===== src/hw/rsb_pkg.sv =====
// Purpose: shared constants for the strap and bus-priority register bank
// Assumes: 32-bit classic wishbone, byte addresses on the bus
// Notes: priority codes are 3 bits, smaller code wins arbitration
// ==========================================================================
// package
package rsb_pkg;
	// register byte addresses
	localparam logic [31:0] ADDR_CFG_PRIO = 32'h01c4003c;
	localparam logic [31:0] ADDR_PERIPH_PRIO = 32'h01c40040;
	localparam logic [31:0] ADDR_BOOT_STATUS = 32'h01c40100;
	localparam logic [31:0] ADDR_PIN_SELECT = 32'h01c40104;
	// field widths
	localparam int PRIO_W = 3;
	localparam int MODE_W = 3;
	// cfg_master_priority layout
	localparam int CFG_PRIO_LSB = 8;
	// periph_master_priority layout
	localparam int RSV_PRIO_LSB = 24;
	localparam int HOST_PRIO_LSB = 20;
	localparam int LINK_PRIO_LSB = 16;
	localparam int ETH_PRIO_LSB = 0;
	// boot_status_register layout
	localparam int BOOT_MODE_LSB = 0;
	localparam int BOOT_PLL_LSB = 4;
	localparam int BOOT_ENDIAN_BIT = 8;
	localparam int BOOT_FAST_BIT = 9;
	// pin_select_register layout
	localparam int PINSEL_MODE_LSB = 0;
	// reset values
	localparam logic [2:0] RST_CFG_PRIO = 3'h1;
	localparam logic [2:0] RST_PERIPH_PRIO = 3'h4;
	localparam logic [2:0] RST_RSV_PRIO = 3'h4;
	// priorities owned by other blocks, kept for reference
	localparam logic [2:0] DMA_TC_PRIO_DEFAULT = 3'h0;
	localparam logic [2:0] CPU_DMA_PRIO_DEFAULT = 3'h7;
endpackage : rsb_pkg


===== src/hw/rsb_reg_if.sv =====
// Purpose: register access request between bus slave and register bank
// Assumes: one request is a one-cycle pulse on req
// Notes: rdata answers combinationally in the request cycle
`timescale 1ns/10ps
// ==========================================================================
// interface
interface rsb_reg_if;
	logic req;
	logic we;
	logic [31:0] addr;
	logic [31:0] wdata;
	logic [3:0] sel;
	logic [31:0] rdata;
	modport slave (output req, we, addr, wdata, sel, input rdata);
	modport bank (input req, we, addr, wdata, sel, output rdata);
endinterface : rsb_reg_if


===== src/hw/rsb_strap_latch.sv =====
// Purpose: captures the board straps at the first clock after reset release
// Assumes: strap inputs are stable around reset release
// Notes: captured values never change until the next reset
`timescale 1ns/10ps
// ==========================================================================
// module
module rsb_strap_latch
	import rsb_pkg::*;
(
	input wire logic i_clock, // system clock
	input wire logic i_rst, // sync reset, active high
	input wire logic [MODE_W-1:0] i_pinout_mode_strap, // pinout strap
	input wire logic [2:0] i_pll_multiplier_strap, // pll strap
	input wire logic i_fastboot_strap, // fast boot strap
	input wire logic i_endianness_strap, // 1 little, 0 big
	output logic o_capture, // pulse in the capture cycle
	output logic [MODE_W-1:0] o_latched_pinout_mode, // held pinout
	output logic [2:0] o_pll_mult, // held pll strap
	output logic o_fastboot, // held fast boot strap
	output logic o_endian // held endianness strap
);
	typedef struct packed {
		logic was_rst;
		logic [MODE_W-1:0] mode;
		logic [2:0] pll;
		logic fast;
		logic endian;
	} rsb_strap_state_t;

	rsb_strap_state_t state;
	rsb_strap_state_t next_state;

	// first cycle with reset low after reset was high
	assign o_capture = state.was_rst && !i_rst;

	// capture once, then hold
	always_comb
	begin
		next_state = state;
		next_state.was_rst = 1'b0;
		if (o_capture)
		begin
			next_state.mode = i_pinout_mode_strap;
			next_state.pll = i_pll_multiplier_strap;
			next_state.fast = i_fastboot_strap;
			next_state.endian = i_endianness_strap;
		end
	end

	// state register
	always_ff @(posedge i_clock)
	begin
		if (i_rst)
		begin
			state <= '0;
			state.was_rst <= 1'b1;
		end
		else
		begin
			state <= next_state;
		end
	end

	assign o_latched_pinout_mode = state.mode;
	assign o_pll_mult = state.pll;
	assign o_fastboot = state.fast;
	assign o_endian = state.endian;

	// ==================================================================
	// checks
	chk_pinout_capture: assert property (@(posedge i_clock) disable iff (i_rst)
		o_capture |=> o_latched_pinout_mode == $past(i_pinout_mode_strap))
		else $error("pinout strap not captured at reset release");
	chk_pll_capture: assert property (@(posedge i_clock) disable iff (i_rst)
		o_capture |=> o_pll_mult == $past(i_pll_multiplier_strap))
		else $error("pll strap not captured at reset release");
	chk_straps_hold: assert property (@(posedge i_clock) disable iff (i_rst)
		!o_capture |=> $stable(o_endian) && $stable(o_pll_mult)
			&& $stable(o_latched_pinout_mode))
		else $error("latched strap changed after capture");
endmodule : rsb_strap_latch


===== src/hw/rsb_top.sv =====
// Purpose: strap status, pin select and bus master priority registers
// Assumes: classic wishbone master, straps from the board pins
// Notes: all fabric priority outputs are registered and always valid
//
// The Wishbone register port was left to the implementer.
`timescale 1ns/10ps
// ==========================================================================
// module
// What this block does
// latch the three pinout-mode straps at reset release into boot status
// latched pinout strap becomes the reset value of the pin select field
// boot status ignores writes; pin select pinout field is writable
// pinout mode only steers pin selection, never the memory controller
// pll multiplier straps count only when fast boot strap is 1
// pll multiplier straps captured at reset release, read-only
// endianness strap 1 means little endian, 0 means big endian
// latched endianness strap reads back and ignores writes
// priority codes are 3 bits, 000 highest, 111 lowest
// config port priority resets to 1, ethernet, link and host to 4
// first priority register: config port priority bits 10:8, reset 001
// second register: host 22:20, link 18:16, ethernet 2:0, reset 100
// reserved bits 26:24 reset to 100; software must write 100 there
// read-only reserved bits of both priority registers read zero
// dma controller and cpu dma priorities live elsewhere, defaults 0 and 7
// priority fields drive the fabric arbiter continuously
module rsb_top
	import rsb_pkg::*;
(
	input wire logic i_clock, // system clock, 40 MHz
	input wire logic i_rst, // sync reset, active high
	input wire logic i_wb_cyc, // bus cycle
	input wire logic i_wb_stb, // strobe
	input wire logic i_wb_we, // write enable
	input wire logic [31:0] i_wb_adr, // byte address
	input wire logic [31:0] i_wb_dat, // write data
	input wire logic [3:0] i_wb_sel, // byte lanes
	output logic o_wb_ack, // acknowledge
	output logic [31:0] o_wb_dat, // read data
	input wire logic [MODE_W-1:0] i_pinout_mode_strap, // pinout strap
	input wire logic [2:0] i_pll_multiplier_strap, // pll strap
	input wire logic i_fastboot_strap, // fast boot strap
	input wire logic i_endianness_strap, // endianness strap
	output logic [MODE_W-1:0] o_pinout_mode, // active pin select mode
	output logic [2:0] o_fastboot_pll_mult, // 0 unless fast boot
	output logic o_little_endian, // 1 little, 0 big
	output logic [PRIO_W-1:0] o_cpu_config_port_priority, // to fabric
	output logic [PRIO_W-1:0] o_host_port_priority, // to fabric
	output logic [PRIO_W-1:0] o_serial_link_priority, // to fabric
	output logic [PRIO_W-1:0] o_ethernet_priority // to fabric
);
	typedef struct packed {
		logic [MODE_W-1:0] pin_mode;
		logic [2:0] fb_mult;
		logic little;
		logic [PRIO_W-1:0] cfg;
		logic [PRIO_W-1:0] host;
		logic [PRIO_W-1:0] link;
		logic [PRIO_W-1:0] eth;
		logic [PRIO_W-1:0] rsv;
	} rsb_top_state_t;

	rsb_top_state_t state;
	rsb_top_state_t next_state;
	rsb_reg_if regs ();
	logic capture;
	logic [MODE_W-1:0] lat_mode;
	logic [2:0] lat_pll;
	logic lat_fast;
	logic lat_endian;
	logic [31:0] cfg_word;
	logic [31:0] periph_word;
	logic [31:0] boot_word;
	logic [31:0] pinsel_word;
	logic [31:0] merged;

	// ==================================================================
	// elaboration checks on the field map
	if (PRIO_W != 3 || MODE_W != 3)
	begin : g_bad_code_width
		$error("priority and pinout codes must be 3 bits");
	end
	if (RSV_PRIO_LSB + PRIO_W > 32 || CFG_PRIO_LSB + PRIO_W > 32)
	begin : g_bad_field_top
		$error("priority field runs past bit 31");
	end
	if (HOST_PRIO_LSB < LINK_PRIO_LSB + PRIO_W
		|| RSV_PRIO_LSB < HOST_PRIO_LSB + PRIO_W
		|| LINK_PRIO_LSB < ETH_PRIO_LSB + PRIO_W)
	begin : g_bad_field_order
		$error("peripheral priority fields overlap");
	end
	if (BOOT_PLL_LSB < BOOT_MODE_LSB + MODE_W
		|| BOOT_ENDIAN_BIT < BOOT_PLL_LSB + 3
		|| BOOT_FAST_BIT <= BOOT_ENDIAN_BIT
		|| BOOT_FAST_BIT > 31)
	begin : g_bad_boot_map
		$error("boot status fields overlap");
	end

	// ==================================================================
	// sub-blocks
	rsb_wb_slave u_bus (
		.i_clock(i_clock),
		.i_rst(i_rst),
		.i_wb_cyc(i_wb_cyc),
		.i_wb_stb(i_wb_stb),
		.i_wb_we(i_wb_we),
		.i_wb_adr(i_wb_adr),
		.i_wb_dat(i_wb_dat),
		.i_wb_sel(i_wb_sel),
		.o_wb_ack(o_wb_ack),
		.o_wb_dat(o_wb_dat),
		.regs(regs)
	);

	rsb_strap_latch u_straps (
		.i_clock(i_clock),
		.i_rst(i_rst),
		.i_pinout_mode_strap(i_pinout_mode_strap),
		.i_pll_multiplier_strap(i_pll_multiplier_strap),
		.i_fastboot_strap(i_fastboot_strap),
		.i_endianness_strap(i_endianness_strap),
		.o_capture(capture),
		.o_latched_pinout_mode(lat_mode),
		.o_pll_mult(lat_pll),
		.o_fastboot(lat_fast),
		.o_endian(lat_endian)
	);

	// ==================================================================
	// read words, reserved bits zero
	always_comb
	begin
		cfg_word = '0;
		cfg_word[CFG_PRIO_LSB +: PRIO_W] = state.cfg;
		periph_word = '0;
		periph_word[RSV_PRIO_LSB +: PRIO_W] = state.rsv;
		periph_word[HOST_PRIO_LSB +: PRIO_W] = state.host;
		periph_word[LINK_PRIO_LSB +: PRIO_W] = state.link;
		periph_word[ETH_PRIO_LSB +: PRIO_W] = state.eth;
		boot_word = '0;
		boot_word[BOOT_MODE_LSB +: MODE_W] = lat_mode;
		boot_word[BOOT_PLL_LSB +: 3] = lat_pll;
		boot_word[BOOT_ENDIAN_BIT] = lat_endian;
		boot_word[BOOT_FAST_BIT] = lat_fast;
		pinsel_word = '0;
		pinsel_word[PINSEL_MODE_LSB +: MODE_W] = state.pin_mode;
	end

	// read mux, unmapped reads zero
	always_comb
	begin
		case (regs.addr)
			ADDR_CFG_PRIO: regs.rdata = cfg_word;
			ADDR_PERIPH_PRIO: regs.rdata = periph_word;
			ADDR_BOOT_STATUS: regs.rdata = boot_word;
			ADDR_PIN_SELECT: regs.rdata = pinsel_word;
			default: regs.rdata = '0;
		endcase
	end

	// byte-lane merge of write data over the current word
	for (genvar b = 0; b < 4; b++)
	begin : g_lane
		assign merged[8*b +: 8] = regs.sel[b] ? regs.wdata[8*b +: 8]
			: regs.rdata[8*b +: 8];
	end

	// ==================================================================
	// next state
	always_comb
	begin
		next_state = state;
		// pll strap matters only in fast boot
		next_state.fb_mult = lat_fast ? lat_pll : 3'h0;
		next_state.little = lat_endian;
		// software writes; boot status is never written
		if (regs.req && regs.we)
		begin
			case (regs.addr)
				ADDR_PIN_SELECT: next_state.pin_mode =
					merged[PINSEL_MODE_LSB +: MODE_W];
				ADDR_CFG_PRIO: next_state.cfg =
					merged[CFG_PRIO_LSB +: PRIO_W];
				ADDR_PERIPH_PRIO:
				begin
					next_state.rsv = merged[RSV_PRIO_LSB +: PRIO_W];
					next_state.host = merged[HOST_PRIO_LSB +: PRIO_W];
					next_state.link = merged[LINK_PRIO_LSB +: PRIO_W];
					next_state.eth = merged[ETH_PRIO_LSB +: PRIO_W];
				end
				default: next_state = next_state; // boot status read-only
			endcase
		end
		// strap seeds the pin select field and wins over a write
		if (capture)
		begin
			next_state.pin_mode = lat_mode_next();
		end
	end

	// strap as presented in the capture cycle
	function automatic logic [MODE_W-1:0] lat_mode_next();
		return i_pinout_mode_strap;
	endfunction : lat_mode_next

	// state register
	always_ff @(posedge i_clock)
	begin
		if (i_rst)
		begin
			state <= '0;
			state.cfg <= RST_CFG_PRIO;
			state.host <= RST_PERIPH_PRIO;
			state.link <= RST_PERIPH_PRIO;
			state.eth <= RST_PERIPH_PRIO;
			state.rsv <= RST_RSV_PRIO;
		end
		else
		begin
			state <= next_state;
		end
	end

	// pinout only reaches the pin select output
	assign o_pinout_mode = state.pin_mode;
	assign o_fastboot_pll_mult = state.fb_mult;
	assign o_little_endian = state.little;
	// continuous codes, lower code wins at the fabric
	assign o_cpu_config_port_priority = state.cfg;
	assign o_host_port_priority = state.host;
	assign o_serial_link_priority = state.link;
	assign o_ethernet_priority = state.eth;

	// ==================================================================
	// checks
	chk_pinsel_seeded: assert property (@(posedge i_clock) disable iff (i_rst)
		capture |=> o_pinout_mode == $past(i_pinout_mode_strap))
		else $error("pin select not seeded from strap");
	chk_pinsel_write: assert property (@(posedge i_clock) disable iff (i_rst)
		(regs.req && regs.we && regs.addr == ADDR_PIN_SELECT && regs.sel[0]
			&& !capture) |=> o_pinout_mode == $past(regs.wdata[2:0]))
		else $error("pin select write lost");
	chk_boot_readonly: assert property (@(posedge i_clock) disable iff (i_rst)
		(regs.req && regs.we && regs.addr == ADDR_BOOT_STATUS && !capture)
			|=> $stable(boot_word))
		else $error("boot status changed by a write");
	chk_fastboot_gate: assert property (@(posedge i_clock) disable iff (i_rst)
		!lat_fast ##1 !lat_fast |-> o_fastboot_pll_mult == 3'h0)
		else $error("pll multiplier passed without fast boot");
	chk_endian_follow: assert property (@(posedge i_clock) disable iff (i_rst)
		!capture ##1 1'b1 |-> o_little_endian == $past(lat_endian))
		else $error("endianness output not following strap");
	chk_prio_defaults: assert property (@(posedge i_clock) disable iff (i_rst)
		$past(i_rst) |-> o_cpu_config_port_priority == 3'h1
			&& o_ethernet_priority == 3'h4 && o_host_port_priority == 3'h4
			&& o_serial_link_priority == 3'h4 && state.rsv == 3'h4)
		else $error("priority reset values wrong");
	chk_periph_write: assert property (@(posedge i_clock) disable iff (i_rst)
		(regs.req && regs.we && regs.addr == ADDR_PERIPH_PRIO
			&& regs.sel == 4'hf) |=> o_ethernet_priority
			== $past(regs.wdata[2:0]) && o_host_port_priority
			== $past(regs.wdata[22:20]))
		else $error("peripheral priority write lost");
	chk_reserved_zero: assert property (@(posedge i_clock) disable iff (i_rst)
		(regs.req && regs.addr == ADDR_CFG_PRIO) |-> regs.rdata[31:11] == '0
			&& regs.rdata[7:0] == '0)
		else $error("reserved bits read nonzero");
	chk_cfg_write: assert property (
		@(posedge i_clock) disable iff (i_rst)
		(regs.req && regs.we && regs.addr == ADDR_CFG_PRIO && regs.sel[1])
		|=> o_cpu_config_port_priority == $past(regs.wdata[10:8]))
		else $error("config priority write lost");
	chk_link_write: assert property (
		@(posedge i_clock) disable iff (i_rst)
		(regs.req && regs.we && regs.addr == ADDR_PERIPH_PRIO
			&& regs.sel[2])
		|=> o_serial_link_priority == $past(regs.wdata[18:16]))
		else $error("serial link priority write lost");
	chk_eth_lane: assert property (
		@(posedge i_clock) disable iff (i_rst)
		(regs.req && regs.we && regs.addr == ADDR_PERIPH_PRIO
			&& regs.sel[0])
		|=> o_ethernet_priority == $past(regs.wdata[2:0]))
		else $error("ethernet priority lane write lost");
	chk_rsv_write: assert property (
		@(posedge i_clock) disable iff (i_rst)
		(regs.req && regs.we && regs.addr == ADDR_PERIPH_PRIO
			&& regs.sel[3])
		|=> state.rsv == $past(regs.wdata[26:24]))
		else $error("reserved priority field write lost");
	chk_periph_reserved: assert property (
		@(posedge i_clock) disable iff (i_rst)
		(regs.req && regs.addr == ADDR_PERIPH_PRIO)
			|-> regs.rdata[31:27] == '0 && !regs.rdata[23]
			&& !regs.rdata[19] && regs.rdata[15:3] == '0)
		else $error("peripheral reserved bits read nonzero");
	chk_boot_fields: assert property (
		@(posedge i_clock) disable iff (i_rst)
		(regs.req && regs.addr == ADDR_BOOT_STATUS)
			|-> regs.rdata[2:0] == lat_mode && regs.rdata[6:4] == lat_pll
			&& regs.rdata[8] == lat_endian)
		else $error("boot status fields differ from latched straps");
	chk_pll_pass: assert property (
		@(posedge i_clock) disable iff (i_rst)
		lat_fast ##1 1'b1 |-> o_fastboot_pll_mult == $past(lat_pll))
		else $error("fast boot multiplier not passed on");
	chk_prio_hold: assert property (
		@(posedge i_clock) disable iff (i_rst)
		!(regs.req && regs.we) |=> $stable(o_cpu_config_port_priority)
			&& $stable(o_host_port_priority)
			&& $stable(o_serial_link_priority)
			&& $stable(o_ethernet_priority))
		else $error("priority code changed without a write");
endmodule : rsb_top


===== src/hw/rsb_wb_slave.sv =====
// Purpose: classic wishbone slave, turns bus cycles into register requests
// Assumes: master holds the request until ack
// Notes: ack one cycle after stb is seen, then low for at least one cycle
`timescale 1ns/10ps
// ==========================================================================
// module
module rsb_wb_slave
	import rsb_pkg::*;
(
	input wire logic i_clock, // system clock
	input wire logic i_rst, // sync reset, active high
	input wire logic i_wb_cyc, // bus cycle
	input wire logic i_wb_stb, // strobe
	input wire logic i_wb_we, // write enable
	input wire logic [31:0] i_wb_adr, // byte address
	input wire logic [31:0] i_wb_dat, // write data
	input wire logic [3:0] i_wb_sel, // byte lanes
	output logic o_wb_ack, // acknowledge
	output logic [31:0] o_wb_dat, // read data
	rsb_reg_if.slave regs // request to the bank
);
	typedef struct packed {
		logic ack;
		logic [31:0] dat;
	} rsb_wb_state_t;

	rsb_wb_state_t state;
	rsb_wb_state_t next_state;
	logic take;

	// a new request is taken only while ack is low
	assign take = i_wb_cyc && i_wb_stb && !state.ack;
	assign regs.req = take;
	assign regs.we = i_wb_we;
	assign regs.addr = i_wb_adr;
	assign regs.wdata = i_wb_dat;
	assign regs.sel = i_wb_sel;

	// next state
	always_comb
	begin
		next_state = state;
		next_state.ack = take;
		if (take && !i_wb_we)
		begin
			next_state.dat = regs.rdata;
		end
	end

	// state register
	always_ff @(posedge i_clock)
	begin
		if (i_rst)
		begin
			state <= '0;
		end
		else
		begin
			state <= next_state;
		end
	end

	assign o_wb_ack = state.ack;
	assign o_wb_dat = state.dat;

	// ==================================================================
	// checks
	chk_ack_single_pulse: assert property (@(posedge i_clock) disable iff (i_rst)
		o_wb_ack |=> !o_wb_ack)
		else $error("ack held for more than one cycle");
	chk_ack_follows_stb: assert property (@(posedge i_clock) disable iff (i_rst)
		(i_wb_cyc && i_wb_stb && !o_wb_ack) |=> o_wb_ack)
		else $error("request not acknowledged next cycle");
endmodule : rsb_wb_slave

===== config.mk =====
export PLATFORM = sky130hd
export DESIGN_NAME = rsb_top
export DESIGN_NICKNAME = d
export VERILOG_FILES = /design/src/hw/rsb_pkg.sv /design/src/hw/rsb_reg_if.sv /design/src/hw/rsb_strap_latch.sv /design/src/hw/rsb_top.sv /design/src/hw/rsb_wb_slave.sv
export SDC_FILE = /design/constraint.sdc
export NUM_CORES = 1
export LEC_CHECK = 0
export BUFFER_PORTS_ARGS = -buffer_cell sky130_fd_sc_hd__buf_2
export CAP_MARGIN = 20
export CORE_UTILIZATION = 30
export DETAILED_ROUTE_END_ITERATION = 10
export PLACE_DENSITY_LB_ADDON = 0.3
export SLEW_MARGIN = 20
export SYNTH_ARGS = -nofsm -noshare
export SYNTH_HDL_FRONTEND = slang
export SYNTH_SLANG_ARGS = --single-unit

===== constraint.sdc =====
create_clock -name i_clock -period 1.8 [get_ports i_clock]
set_input_delay 0.09 -clock i_clock [delete_from_list [all_inputs] [get_ports i_clock]]
set_output_delay 0.09 -clock i_clock [all_outputs]
set_load 0.1 [all_outputs]

==> results.cfg <==
[critical_path]
worstSetupPathType = flop to flop
critPathSlowestCell = dfxtp_4
crit_chain = and4b_2 -> buf_6 -> nand4_1 -> a2111oi_2 -> buf_4 -> mux2i_1 -> nor2_1
end_kind = flop
crit_arrival_ns = 1.91
start_kind = flop
crit_fanout = 4
cp.required_ns = 2.00
cp_slowest_stage_delay_ns = 0.36

[clocking]
cts_made_buffers = 5
clk_latency_ns = 0.30
clk_pin_slew_ns = 0.09
root_buffer = clkbuf_8
tritoncts = yes
cts_buffer_depth = 2
clock-sinks = 50
htreeDepth = 2

[logic_synthesis]
synth_ff_type = dfxtp_1
ys_seq_area_share_pct = 40.40
synth_top_area_share_pct = 40.40
synth_top_area_cell = dfxtp_1
synthAdderAreaFrac_pct = 0
syn_area_um2 = 2477
synth_compound_area_share_pct = 11.72
synthDistinctLibCells = 41
post_synth_xor_area_fraction_pct = 0
yosys_warnings = 0
syn_avg_cell_area_um2 = 9.244
syn_inst = 268
synthTopCellsByArea = dfxtp_1 (40%), mux2i_1 (8.9%), buf_4 (7.0%)
ys_async_sr_fraction_pct = 0
synth-edff-count = 0
synth_top_family_by_area = simple AND/OR/NAND/NOR gates
ys_ff_latch = 50
synthSimpleGateAreaFrac_pct = 28.79
synth_mux_area_share_pct = 8.889

[place]
placed_area_um2 = 3095
dpl.hpwl_um = 4954
io_buffers = 101
routabilityCongestion = 0.7985
dp_slack_ns = 0.03694

[grt]
grt_pass1_wl_um = 10100
antenna_found_initial = 0
grtUsageTotal_pct = 14.75
grt_overflow_total = 0
grt_max_degree = 34
grt_pass1_vias = 2159

[floorplanning]
rows = 32
pin_count = 133
fp.dieW_um = 92.88
coreArea_um2 = 7848
start_util_pct = 31.57
die_area_um2 = 8626
die_h_um = 92.88

[cells_and_area]
final_area_um2 = 3216
drive_above_1_share_pct = 38.30
syn2layout_area_growth_pct = 29.80
fin_util_pct = 40.98
n_antenna_cell = 0
nFillCells = 849
finalNetCount = 456

[timing]
holdWs_ns = 0.006223
slew-limit-headroom_pct = 61.63
rsz0062_at_grt = yes
layout_worst_path_cycle_share_pct = 94.90
finalClockSkew_ns = 0.009895
slew_violations = 0
setup_tns_ns = 0
fin_ws_ns = 0.09188
hold_viol = 0
tightest_slew_ns = 0.5756
min_period_ns = 1.708
fmax_ghz = 0.5854
setup_viol = 0

[route]
vias = 2247
wl_per_cell_um = 13.01
via_per_inst = 4.701
drt-total-wl_um = 6219
postRouteAntennaNets = 0
drt_iter0_markers = 88
post-route-drc-count = 0
first_pass_iters = 5

[run]
drv_cap = 0

[power]
cellLeakagePower_nw = 1.455
power_density_nw_per_um2 = 688.1
ir_worst_vdd_uv = 352.3

[hold_path]
hp-class = input pin to flop

[run_status]
outcome = complete, no violations
[placed cells by master (no fill, tap or decap), types with 2 or more instances in the layout]
cell type	count
o31ai_1	3
nand3_1	6
nand2b_1	3
buf_2	101
nor4_4	6
nand4_4	2
and3_1	2
nand2_1	20
and2_1	6
o21bai_1	4
mux2i_1	22
a22oi_1	9
dfxtp_1	49
conb_1	14
buf_4	18
or3_1	2
o2bb2ai_1	3
nor2_1	32
clkbuf_8	6
a21oi_1	13
nor2b_1	2
nor3_1	4
inv_1	9
nor4_1	2
nand4_1	11
a31oi_1	6
[critical path, delay by kind of cell (launching register included)]
family,cells,cell delay (ns)
and+or+nand+nor,3,0.50
DFF,1,0.36
buffers and inverters,2,0.30
AOI/OAI and AO/OA,1,0.27
muxes,1,0.17
[Yosys cell counts, types with 3 or more instances]
cell type and instances:
a21oi_1 13, a22oi_1 9, a31oi_1 6, and2_1 6, buf_4 23, clkbuf_1 9, dfxtp_1 50, inv_1 9
mux2i_1 22, nand2_1 20, nand2b_1 3, nand3_1 7, nand4_1 11, nor2_1 32, nor3_1 4, nor4_4 6
o21bai_1 4, o2bb2ai_1 3, o31ai_1 3
[final timing paths]
path	start	end	slack, ns	cells after the start
max reg2reg	u_bus.o_wb_ack	o_cpu_config_port_priority[2]	0.09	7
max	u_bus.o_wb_ack	o_cpu_config_port_priority[2]	0.09	7
min	i_wb_dat[22]	o_host_port_priority[2]	0.006	3
min reg2reg	u_bus.o_wb_dat[0]	u_bus.o_wb_dat[0]	0.45	2
[routing by layer]
metal | GRT usage [%] | vias up | routed length [µm]
li1 | - | 1131 | -
met1 | 18.94 | 1036 | 2883
met2 | 24.02 | 73 | 2806
met3 | 4.598 | 7 | 478
met4 | 3.462 | 0 | 50
met5 | 0 | - | 0
[cells by family after synthesis]
logic type / count (synthesis)
flops: 50
simple gates: 110
buf+inv: 43
mux: 22
compound gates: 42
other cells: 1
[state kept, by name (all words and copies together) (netlist names)]
signal / count
u_bus.o_wb_dat: 18
o_cpu_config_port_priority: 3
o_ethernet_priority: 3
o_fastboot_pll_mult: 3
o_host_port_priority: 3
o_pinout_mode: 3
o_serial_link_priority: 3
periph_word: 3
u_straps.o_latched_pinout_mode: 3
u_straps.o_pll_mult: 3
o_little_endian: 1
u_bus.o_wb_ack: 1
u_straps.o_endian: 1
u_straps.o_fastboot: 1
u_straps.state: 1
[where the power goes]
group	leakage, nW	switching, mW	internal [mW]
Sequential	0.407	0.0121	1.12
Combinational	1.00	0.292	0.110
Clock	0.0482	0.364	0.311
Total	1.46	0.668	1.54
[through the flow]
step | instances | power [mW]
after floorplan | 281 | 1.455
after global placement | 469 | 1.555
after detailed placement | 469 | 1.559
after CTS | 478 | 2.222
after global routing | 478 | 2.291
final | 478 | 2.213
[timing repair]
item | 4_1_cts | 5_1_grt
gates resized for setup | 0 | 4
setup endpoints to repair | 0 | 9
hold endpoints to repair | 1 | 0
buffers inserted | 0 | 1
hold buffers | 1 | 0
[final cells by class]
type                    count  area, µm²  share of cell area [%]
clock buffers               7      86.33                   2.685
inverters                   9      33.78                   1.051
repair buffers            121      661.9                   20.58
multi-input cells         188       1296                   40.31
well taps                 102      127.6                   3.969
clock inverters             1      5.005                  0.1556
flip-flops and latches     50       1005                   31.25
(Power assumes the default switching activity.)
